<file path="config.mk">
export PLATFORM = sky130hd
export DESIGN_NAME = bpd_dimmer
export DESIGN_NICKNAME = d
export VERILOG_FILES = /design/src/hw/bpd_pkg.sv /design/src/hw/bpd_tick_gen.sv /design/src/hw/bpd_dimmer.sv
export SDC_FILE = /design/constraint.sdc
export NUM_CORES = 1
export LEC_CHECK = 0
export ABC_AREA = 1
export BUFFER_PORTS_ARGS = -buffer_cell sky130_fd_sc_hd__buf_2
export CORE_MARGIN = 2
export CORE_UTILIZATION = 49
export CTS_BUF_LIST = sky130_fd_sc_hd__clkbuf_4
export CTS_CLUSTER_SIZE = 10
export DETAILED_ROUTE_END_ITERATION = 16
export PLACE_DENSITY_LB_ADDON = 0.05
export SETUP_SLACK_MARGIN = 0.2
export SKIP_LAST_GASP = 1
export SYNTH_ARGS = -nofsm -noshare
export SYNTH_HDL_FRONTEND = slang
export SYNTH_SLANG_ARGS = --single-unit
</file>
<file path="constraint.sdc">
create_clock -name clk_i -period 4.9 [get_ports clk_i]
set_input_delay 0.245 -clock clk_i [delete_from_list [all_inputs] [get_ports clk_i]]
set_output_delay 0.245 -clock clk_i [all_outputs]
set_load 0.005 [all_outputs]
</file>
<file path="src/hw/bpd_pkg.sv">
// Notes on behaviour
// - base tick is half the oscillator, about 600 kHz
// - step clock is base tick divided by divider field plus one
// - one output period is sixteen step-clock cycles
// - duty code n gives n+1 active steps of sixteen; 1111 fully active
// - burst unit is 8 ms doubled per duration code, up to 1024 ms
// - started modulation lasts burst unit times repeat count
// - repeat count zero runs until software stops it
// - idle pin rests high for idle bit 0, low for idle bit 1
// - enable write 1 starts, 0 stops; reads 1 while running
// - finished finite burst sets the port-zero event status bit
// - interrupt status clears set bits when read; writes ignored
// - system control bit 3 set gates modulator clock and blocks its registers
package bpd_pkg;

  localparam int unsigned CLK_PERIOD_NS = 40;
  localparam int unsigned CLK_HZ = 25_000_000;
  localparam int unsigned OSC_HZ = 1_200_000;
  localparam int unsigned BASE_HZ = OSC_HZ / 2;
  localparam int unsigned CLK_PER_BASE = CLK_HZ / BASE_HZ;
  localparam int unsigned MS_PERIOD_NS = 1_000_000;
  localparam int unsigned CLK_PER_MS = MS_PERIOD_NS / CLK_PERIOD_NS;
  localparam int unsigned BURST_UNIT_MS = 8;

  localparam logic [7:0] ADDR_SYS_CTRL = 8'h03;
  localparam logic [7:0] ADDR_INT_STATUS = 8'h0a;
  localparam logic [7:0] ADDR_CLOCK_DIV = 8'h50;
  localparam logic [7:0] ADDR_CHAN_CTRL = 8'h51;

  localparam logic [7:0] SYS_CTRL_RESET = 8'h0f;
  localparam logic [7:0] SYS_CTRL_WMASK = 8'h6f;
  localparam int unsigned SYS_PWM_OFF_BIT = 3;
  localparam int unsigned ISR_PORT_ZERO_BIT = 2;
  localparam logic [7:0] CLOCK_DIV_RESET = 8'h00;
  localparam logic [7:0] CHAN_CTRL_RESET = 8'h00;
  localparam logic [3:0] STEP_LAST = 4'hf;

  typedef struct packed {
    logic [2:0] burst_duration_code;
    logic [4:0] div;
  } bpd_clock_div_s;

  typedef struct packed {
    logic [3:0] duty;
    logic [1:0] burst_repeat_count;
    logic idle_low;
    logic enable;
  } bpd_chan_ctrl_s;

  typedef enum logic [0:0] {
    BPD_IDLE = 1'b0,
    BPD_RUN = 1'b1
  } bpd_state_e;

endpackage

</file>
<file path="src/hw/bpd_tick_gen.sv">
`timescale 1ns/1ps
`default_nettype none
module bpd_tick_gen #(
  parameter int unsigned CYC_PER_MS = bpd_pkg::CLK_PER_MS
) (
  input wire logic clk_i,
  input wire logic srst_i,
  input wire logic run_i,
  input wire logic [4:0] div_i,
  output logic step_en_o,
  output logic ms_en_o
);
  import bpd_pkg::*;

  logic [5:0] base_cnt_reg;
  logic [4:0] div_cnt_reg;
  logic [15:0] ms_cnt_reg;
  logic base_en;

  assign base_en = (base_cnt_reg == 6'(CLK_PER_BASE - 1));

  // base tick stands in for the halved oscillator
  always_ff @(posedge clk_i) begin
    if (srst_i || !run_i) begin
      base_cnt_reg <= '0;
    end else if (base_en) begin
      base_cnt_reg <= '0;
    end else begin
      base_cnt_reg <= base_cnt_reg + 6'h01;
    end
  end

  always_ff @(posedge clk_i) begin
    if (srst_i || !run_i) begin
      div_cnt_reg <= '0;
      step_en_o <= 1'b0;
    end else begin
      step_en_o <= base_en && (div_cnt_reg >= div_i);
      if (base_en) begin
        div_cnt_reg <= (div_cnt_reg >= div_i) ? 5'h00 : div_cnt_reg + 5'h01;
      end
    end
  end

  always_ff @(posedge clk_i) begin
    if (srst_i || !run_i) begin
      ms_cnt_reg <= '0;
      ms_en_o <= 1'b0;
    end else begin
      ms_en_o <= (ms_cnt_reg == 16'(CYC_PER_MS - 1));
      ms_cnt_reg <= (ms_cnt_reg == 16'(CYC_PER_MS - 1)) ? 16'h0000 : ms_cnt_reg + 16'h0001;
    end
  end
endmodule // bpd_tick_gen
`default_nettype wire

</file>
<file path="src/hw/bpd_dimmer.sv">
`timescale 1ns/1ps
`default_nettype none
module bpd_dimmer #(
  parameter int unsigned CYC_PER_MS = bpd_pkg::CLK_PER_MS
) (
  input wire logic clk_i,
  input wire logic srst_i,
  input wire logic reg_wr_i,
  input wire logic reg_rd_i,
  input wire logic [7:0] reg_addr_i,
  input wire logic [7:0] reg_wdata_i,
  output logic [7:0] reg_rdata_o,
  output logic pwm_o,
  output logic running_o
);
  import bpd_pkg::*;

  ////////////////////////////////////////////////////////////////////////
  logic [7:0] sys_ctrl_reg;
  bpd_clock_div_s clock_div_reg;
  bpd_chan_ctrl_s chan_ctrl_reg;
  logic port_zero_event_reg;
  bpd_state_e state_reg;
  logic [3:0] step_reg;
  logic [11:0] burst_ms_reg;
  logic step_en;
  logic ms_en;
  logic gated_off;
  logic pwm_access;
  logic [11:0] burst_unit_ms;
  logic [11:0] burst_total_ms;
  logic burst_done;
  logic start_req;
  logic stop_req;

  assign gated_off = sys_ctrl_reg[SYS_PWM_OFF_BIT];
  assign pwm_access = !gated_off &&
                      (reg_addr_i == ADDR_CLOCK_DIV || reg_addr_i == ADDR_CHAN_CTRL);
  assign start_req = reg_wr_i && pwm_access && reg_addr_i == ADDR_CHAN_CTRL && reg_wdata_i[0];
  assign stop_req = reg_wr_i && pwm_access && reg_addr_i == ADDR_CHAN_CTRL && !reg_wdata_i[0];

  assign burst_unit_ms = 12'(BURST_UNIT_MS) << clock_div_reg.burst_duration_code;
  assign burst_total_ms = 12'(burst_unit_ms * chan_ctrl_reg.burst_repeat_count);
  // repeat count zero never expires
  assign burst_done = (chan_ctrl_reg.burst_repeat_count != 2'b00) && ms_en &&
                      (burst_ms_reg == burst_total_ms - 12'h001);

  ////////////////////////////////////////////////////////////////////////
  // gating is an enable, not a real clock gate, so no glitch hazard
  bpd_tick_gen #(
    .CYC_PER_MS(CYC_PER_MS)
  ) u_tick (
    .clk_i(clk_i),
    .srst_i(srst_i),
    .run_i(state_reg == BPD_RUN && !gated_off),
    .div_i(clock_div_reg.div),
    .step_en_o(step_en),
    .ms_en_o(ms_en)
  );

  ////////////////////////////////////////////////////////////////////////
  always_ff @(posedge clk_i) begin
    if (srst_i) begin
      sys_ctrl_reg <= SYS_CTRL_RESET;
    end else if (reg_wr_i && reg_addr_i == ADDR_SYS_CTRL) begin
      sys_ctrl_reg <= reg_wdata_i & SYS_CTRL_WMASK;
    end
  end

  always_ff @(posedge clk_i) begin
    if (srst_i) begin
      clock_div_reg <= CLOCK_DIV_RESET;
    end else if (reg_wr_i && pwm_access && reg_addr_i == ADDR_CLOCK_DIV) begin
      clock_div_reg <= reg_wdata_i;
    end
  end

  always_ff @(posedge clk_i) begin
    if (srst_i) begin
      chan_ctrl_reg <= CHAN_CTRL_RESET;
    end else if (reg_wr_i && pwm_access && reg_addr_i == ADDR_CHAN_CTRL) begin
      chan_ctrl_reg <= reg_wdata_i;
    end
  end

  ////////////////////////////////////////////////////////////////////////
  always_ff @(posedge clk_i) begin
    if (srst_i) begin
      state_reg <= BPD_IDLE;
      burst_ms_reg <= '0;
    end else if (start_req) begin
      state_reg <= BPD_RUN;
      burst_ms_reg <= '0;
    end else if (stop_req) begin
      state_reg <= BPD_IDLE;
    end else if (state_reg == BPD_RUN && burst_done && !gated_off) begin
      state_reg <= BPD_IDLE;
    end else if (state_reg == BPD_RUN && ms_en && !gated_off) begin
      burst_ms_reg <= burst_ms_reg + 12'h001;
    end
  end

  always_ff @(posedge clk_i) begin
    if (srst_i || state_reg == BPD_IDLE) begin
      step_reg <= '0;
    end else if (step_en && !gated_off) begin
      step_reg <= (step_reg == STEP_LAST) ? 4'h0 : step_reg + 4'h1;
    end
  end

  // active portion drives low, suiting a sinking led
  always_ff @(posedge clk_i) begin
    if (srst_i) begin
      pwm_o <= 1'b1;
    end else if (state_reg == BPD_RUN) begin
      pwm_o <= !(step_reg <= chan_ctrl_reg.duty);
    end else begin
      pwm_o <= !chan_ctrl_reg.idle_low;
    end
  end

  always_ff @(posedge clk_i) begin
    if (srst_i) begin
      running_o <= 1'b0;
    end else begin
      running_o <= (state_reg == BPD_RUN);
    end
  end

  ////////////////////////////////////////////////////////////////////////
  // set beats the read-clear; only a bit that was returned is cleared
  always_ff @(posedge clk_i) begin
    if (srst_i) begin
      port_zero_event_reg <= 1'b0;
    end else if (state_reg == BPD_RUN && burst_done && !gated_off && !start_req && !stop_req) begin
      port_zero_event_reg <= 1'b1;
    end else if (reg_rd_i && reg_addr_i == ADDR_INT_STATUS) begin
      port_zero_event_reg <= 1'b0;
    end
  end

  always_ff @(posedge clk_i) begin
    if (srst_i) begin
      reg_rdata_o <= '0;
    end else if (reg_rd_i) begin
      unique case (reg_addr_i)
        ADDR_SYS_CTRL: reg_rdata_o <= sys_ctrl_reg;
        ADDR_INT_STATUS: reg_rdata_o <= 8'(port_zero_event_reg) << ISR_PORT_ZERO_BIT;
        ADDR_CLOCK_DIV: reg_rdata_o <= gated_off ? 8'h00 : clock_div_reg;
        ADDR_CHAN_CTRL: reg_rdata_o <= gated_off ? 8'h00 :
                                       {chan_ctrl_reg[7:1], state_reg == BPD_RUN};
        default: reg_rdata_o <= 8'h00;
      endcase
    end
  end
endmodule // bpd_dimmer
`default_nettype wire

</file>
==> summary.txt, run 1 <==
Worst slew margin: 0.572
GP Congestion: 0.842
post-cts hold buffer count: 0
drt total wl: 9.72 mm
post-synthesis area per instance: 7.15 um^2
via count: 4028
Peak VDD IR: 0.155 mV
PD cells: 227 nW/um^2
# resized after CTS: 0
Setup crit end kind: register
antenna fix cells: 0
global-route wire length before repair: 16.6 mm
PortBufs: 29
pin count of the biggest net entering global routing: 25
hold slack: 0.0837 ns
CTS H-Tree Depth: 3
CP bufs+invs: 2
Area Overhead vs Synth: 7.84%
fin crit share: 0.637
Largest stage delay, worst path: 0.51 ns
setup repair after global routing missed its margin: false
synthesized area: 4550 um^2
CTS Root Cell: clkbuf_4
core area: 9110 um^2
crit-path cells: nor2_1, nand3_1, ha_1, inv_1, ha_1, fa_1, inv_1, nand2_1, nand2_1, nor2_1, nand2_1, nor2_1, nand3_2, nor2_4, nand3_4, nand2_4, nand2_2, a21oi_2
gr ovfl total: 0
Arr. time, crit path: 3.48 ns
Mapped Nets: 686
status: finished clean
Reg area: 1560 um^2
site row count: 35
Hold Vio Cnt, Final: 0
crit-path leading delay family: simple AND/OR/NAND/NOR gates
multi-input logic area: 2530 um^2
hold crit path type: in -> reg
chip height: 100 um
number of global-route vias before repair: 3700
vias per cell: 5.18
fraction of layout cells with a size suffix above 1: 0.133
Starting Density: 0.499
crit path kind: reg -> reg
top cell type's share of synthesized area: 0.343
Nets: 712
max reg flops: 16
Worst Path Max Fanout: 14
die area: 10100 um^2
IO Pins: 30
WL/cell: 12.5 um
number of remaining DRC errors: 0
# setup viols final: 0
Num Clock Sinks: 78
sequential share of the synthesized area: 0.343
Pins Over Slew Limit: 0
slowest CP cell: fa_1
post-layout min period: 3.12 ns
Worst-path clk slew: 0.13 ns
Fillers: 910
Clk Latency, worst-skew pair: 0.43 ns
startpoint types: register
setup tns final: 0 ns
Clock Path Buffers: 2
Switch Pwr: 0.262 mW
global-route usage over all layers: 0.205
sw frac: 0.235
number of maximum-capacitance violations: 0
Ys Warns: 0
Synth area leader: dfxtp_1
number of distinct library cells after synthesis: 42
number of flops mapped to enable cells by yosys: 0
CP required: 5.26 ns
most frequent cell after synthesis: nand2_1
Synth top cells by count: 131 x nand2_1, 89 x inv_1, 78 x dfxtp_1
worst clock skew: 0.0131 ns
clock network fraction of total power: 0.405
Die W: 100 um
violation count after the first detailed-routing iteration: 145
initial antenna violation count: 0
Syn Inst Count: 636
Leakage Power: 2.01 nW
fin util: 0.538
Num CTS Buffers: 9
combinational power share: 0.026
Most used DFF post-synth: dfxtp_1
Initial DRT Pass Iterations: 5
Worst-Margin Slew: 0.641 ns
Seq pwr share: 0.570
TritonCTS clock tree: yes
ANT nets after route: 0
Post-CTS Setup Inserts: 0
largest cells by area after synthesis: dfxtp_1 34%, nand2_1 11%, ha_1 8.0%
HPWL after DPL: 7.41 mm
Max Freq: 321 MHz
P_int: 0.852 mW
register bit count reported by yosys: 78
Synth async-reset ratio: 0
-- stage by stage --
step | area (um^2) | worst slack [ns] | instances | power (mW)
2_1_floorplan | 4550 | 2.17 | 636 | 0.662
3_3_place_gp | 4740 | 1.89 | 762 | 0.677
3_5_place_dp | 4740 | 1.80 | 762 | 0.677
4_1_cts | 4900 | 1.78 | 778 | 1.13
5_1_grt | 4900 | 1.46 | 778 | 1.16
6_report | 4900 | 1.78 | 778 | 1.11
-- worst reg2reg max path, delay by kind of cell, from the launching register on --
family | cells | cell delay, ns
buffers and inverters | 2 | 0.09
adder cells (fa/ha/maj) | 3 | 0.99
AND/OR/NAND/NOR | 12 | 1.45
AO/OA/AOI/OAI | 1 | 0.12
flip-flops | 1 | 0.43
-- layer usage --
metal | vias up | share of wire | GRT usage
met1 | 1811 | 0.49 | 0.277
met4 | 0 | 0.016 | 0.0801
li1 | 2138 | - | -
met5 | - | 0 | 0
met3 | 12 | 0.033 | 0.0272
met2 | 67 | 0.46 | 0.334
-- power by group through the flow --
stage | combinational [mW] | clock, mW | sequential (mW)
floorplan | 0.0134 | 0 | 0.648
global placement | 0.0282 | 0 | 0.648
detailed placement | 0.0283 | 0 | 0.648
CTS | 0.0285 | 0.465 | 0.634
global route | 0.0315 | 0.490 | 0.635
finish | 0.0285 | 0.451 | 0.634
-- cell type report --
type | instances | area share
clock inverter | 7 | 0.0196
multi-input combinational | 447 | 0.516
sequential | 78 | 0.318
inverter | 97 | 0.0747
clock buffer | 9 | 0.0138
tap | 111 | 0.0283
timing repair buffer | 29 | 0.0296
-- cells in the final DEF (no fill, tap or decap), types with 3 or more instances in the layout --
cell type / n
ha_1: 29
nand3_1: 41
o22ai_1: 7
a31oi_1: 5
nor3b_1: 3
nor2_1: 54
o21ai_0: 27
nand2_1: 131
nand4_1: 24
dfxtp_1: 78
a21oi_2: 11
xor2_1: 15
nor3_1: 12
inv_2: 6
nor2_2: 6
clkbuf_4: 9
buf_2: 29
inv_1: 89
nand3b_1: 3
nand2_2: 10
a21oi_1: 42
nand3_2: 3
xnor2_1: 5
-- kinds of logic (layout without fill, tap and decap cells) --
| kind of cell | Yosys count | after routing | synth area share |
|---|---|---|---|
| flops | 78 | 78 | 0.343 |
| compound gates | 98 | 98 | 0.124 |
| xor+xnor | 21 | 21 | 0.0435 |
| buf+inv | 111 | 142 | 0.101 |
| fa+ha+maj | 30 | 30 | 0.0842 |
| simple gates | 298 | 298 | 0.304 |
-- path summary, 6_finish.rpt --
kind / depth (start not counted) / from / slack (ns) / end
worst max-delay path: 18 / clock_div_reg[5] / 1.78 / burst_ms_reg[2]
worst min-delay path: 3 / reg_wdata_i[1] / 0.08 / sys_ctrl_reg[1]
worst max register to register: 18 / clock_div_reg[5] / 1.78 / burst_ms_reg[2]
worst min register to register: 1 / u_tick.base_cnt_reg[0] / 0.46 / u_tick.base_cnt_reg[0]
Note: power is estimated with default switching activity, not from simulation.
==> inputs of run 2 (changes only) <==
Clock period 4.9 ns to 3.1 ns, I/O delays scaled along.
==> run 2 against run 1 <==
Cell count grew 2.3%. Non-clock buffer count grew 17. Via count up 2.7%. Worst setup slack got worse by 1.5 ns. Routed wire length rose by 3.4%. First-iteration DRC count up 56%. Design area up 5.1%. Total power is 64% higher. Global-route usage is 0.34 points higher. Sequential cell count did not move. Critical path type unchanged.
==> summary.txt, run 2 (same netlist as run 1, synthesis figures left out) <==
Setup WS pre-CTS: 0.0580 ns (-1.74 ns)
GP Congestion: 0.840 (-0.23%)
Clock Path Buffers: 2 (unchanged)
Worst Reg-to-Reg Cells: 18 (unchanged)
startpoint types: register
fin crit share: 0.922 (+0.285)
global-route usage over all layers: 0.209 (+0.00340)
CTS H-Tree Depth: 3 (unchanged)
r2r setup slk: 0.24 ns (-1.54 ns)
antenna fix cells: 0 (unchanged)
Pins Over Slew Limit: 0 (unchanged)
PD cells: 354 nW/um^2 (+56%)
Worst slew margin: 0.576 (+0.00443)
pin count of the biggest net entering global routing: 24 (-4.0%)
TritonCTS clock tree: yes
Area Overhead vs Synth: 13.4%
Clk Latency, worst-skew pair: 0.42 ns (about the same)
status: finished clean
die area: 10100 um^2 (unchanged)
# setup viols final: 0 (unchanged)
design area: 5160 um^2 (+5.1%)
Max Freq: 350 MHz (+9.2%)
WL/cell: 12.6 um (+1.0%)
ANT nets after route: 0 (unchanged)
Arr. time, crit path: 3.13 ns (-0.35 ns)
initial antenna violation count: 0 (unchanged)
global-route wire length before repair: 17.0 mm (+2.1%)
crit path kind: reg -> reg
Setup crit end kind: register
IO Pins: 30 (unchanged)
most used cell, CP: nand2_1
number of global-route vias before repair: 3744 (+1.2%)
Num Clock Sinks: 78 (unchanged)
Die W: 100 um (unchanged)
PortBufs: 29 (unchanged)
placed cell area: 4780 um^2 (+0.79%)
worst clock skew: 0.0181 ns (+0.00506 ns)
post-layout min period: 2.86 ns (-0.262 ns)
CTS Root Cell: clkbuf_4
vias per cell: 5.19 (+0.34%)
site row count: 35 (unchanged)
chip height: 100 um (unchanged)
Nets: 730 (+2.5%)
commonest cells after routing, fill and taps aside: 131 x nand2_1, 87 x inv_1, 74 x dfxtp_1, 53 x nor2_1, 42 x a21oi_1
HPWL after DPL: 7.60 mm (+2.6%)
RR Endpoint: burst_ms_reg[0]
Largest stage delay, worst path: 0.53 ns (+0.02 ns)
gr ovfl total: 0 (unchanged)
setup repair after global routing missed its margin: true
Starting Density: 0.499 (unchanged)
violation count after the first detailed-routing iteration: 226 (+56%)
Worst Path Max Fanout: 7 (-7)
slowest CP cell: fa_1
worst hold path stage count: 3 (unchanged)
Hold Vio Cnt, Final: 0 (unchanged)
number of maximum-capacitance violations: 0 (unchanged)
drt total wl: 10.0 mm (+3.4%)
Initial DRT Pass Iterations: 4 (-1)
CP required: 3.37 ns (-1.89 ns)
Worst-Margin Slew: 0.634 ns (-0.00663 ns)
Leakage Power: 2.12 nW (+5.0%)
Endpoint, Worst Hold: reg_rdata_o[3]
fraction of layout cells with a size suffix above 1: 0.164 (+0.0301)
core area: 9110 um^2 (unchanged)
setup tns final: 0 ns (unchanged)
total power: 1.82 mW (+64%)
hold crit path type: in -> reg
crit-path cells: nor2_4, nand3_2, ha_1, inv_1, ha_4, fa_1, inv_1, nand2_1, nand2_1, nor2_1, nand2_1, nor2_1, nand3_2, nor2_4, nand3_4, buf_6, nand3_1, a21oi_1
Peak VDD IR: 0.241 mV (+56%)
hold slack: 0.0240 ns (-0.0596 ns)
Worst-path clk slew: 0.13 ns (about the same)
reg2reg start: clock_div_reg[5]
HP Start: reg_rd_i
Num CTS Buffers: 9 (unchanged)
most common cell after layout, fill and taps aside: nand2_1
setup ws final: 0.242 ns (-1.54 ns)
max reg flops: 16 (unchanged)
via count: 4135 (+2.7%)
number of remaining DRC errors: 0 (unchanged)
-- run 2: cell types whose count changed in the layout (fill, tap and decap cells not counted), moves of 2 or more --
| cell | change |
|---|---|
| dlygate4sd3_1 | +5 |
| nand3_1 | -2 |
| buf_4 | +6 |
| buf_6 | +6 |
| inv_1 | -2 |
| clkinvlp_4 | +2 |
| nand3_2 | +2 |
| dfxtp_4 | +3 |
| dfxtp_1 | -4 |
-- run 2: layout make-up --
type	count	area (um^2)
clock buffers	10	75.1
well taps	111	139
clock inverters	6	110
fillers	898	3950
flip-flops and latches	78	1570
multi-input cells	448	2580
inverters	97	372
repair buffers	46	308
-- run 2: repair_timing --
item	in CTS	in global routing
cloned	1	0
hold buffers	5	0
setup buffers	5	2
pin swaps	2	8
resized for setup	4	20
setup endpoints to repair	12	13
endpoints found under the hold margin	5	0
-- run 2: worst max path at each step --
stage                     startpoint          endpoint  slack, ns  depth (start not counted)
floorplan           clock_div_reg[6]  burst_ms_reg[10]       0.37                         19
global placement    clock_div_reg[5]   burst_ms_reg[1]       0.20                         18
detailed placement  clock_div_reg[5]   burst_ms_reg[0]       0.06                         18
CTS                 clock_div_reg[6]   burst_ms_reg[0]       0.26                         17
global route        clock_div_reg[5]   burst_ms_reg[0]       0.06                         18
finish              clock_div_reg[5]   burst_ms_reg[0]       0.24                         18
-- run 2: per-stage QoR --
stage,instances,utilization
finish,796,0.566
global route,796,0.566
CTS,794,0.557
detailed placement,767,0.525
global placement,767,0.525
floorplan,636,-
-- run 2: per-layer routing --
metal | global-route usage | vias up | share of wire
met4 | 0.0717 | 0 | 0.022
met2 | 0.330 | 71 | 0.45
met1 | 0.285 | 1866 | 0.49
met5 | 0 | - | 0
li1 | - | 2180 | -
met3 | 0.0404 | 18 | 0.033
-- run 2: power breakdown --
part,switching (mW),internal (mW)
clock,0.358,0.416
sequential,0.000185,1.00
combinational,0.0315,0.0190
total,0.390,1.43
-- run 2: worst max-delay path, delay by kind of cell (launching register included) --
kind,cells,cell delay (ns)
compound gates,1,0.07
fa+ha+maj,3,0.96
buf+inv,3,0.28
flops,1,0.39
simple gates,11,1.02
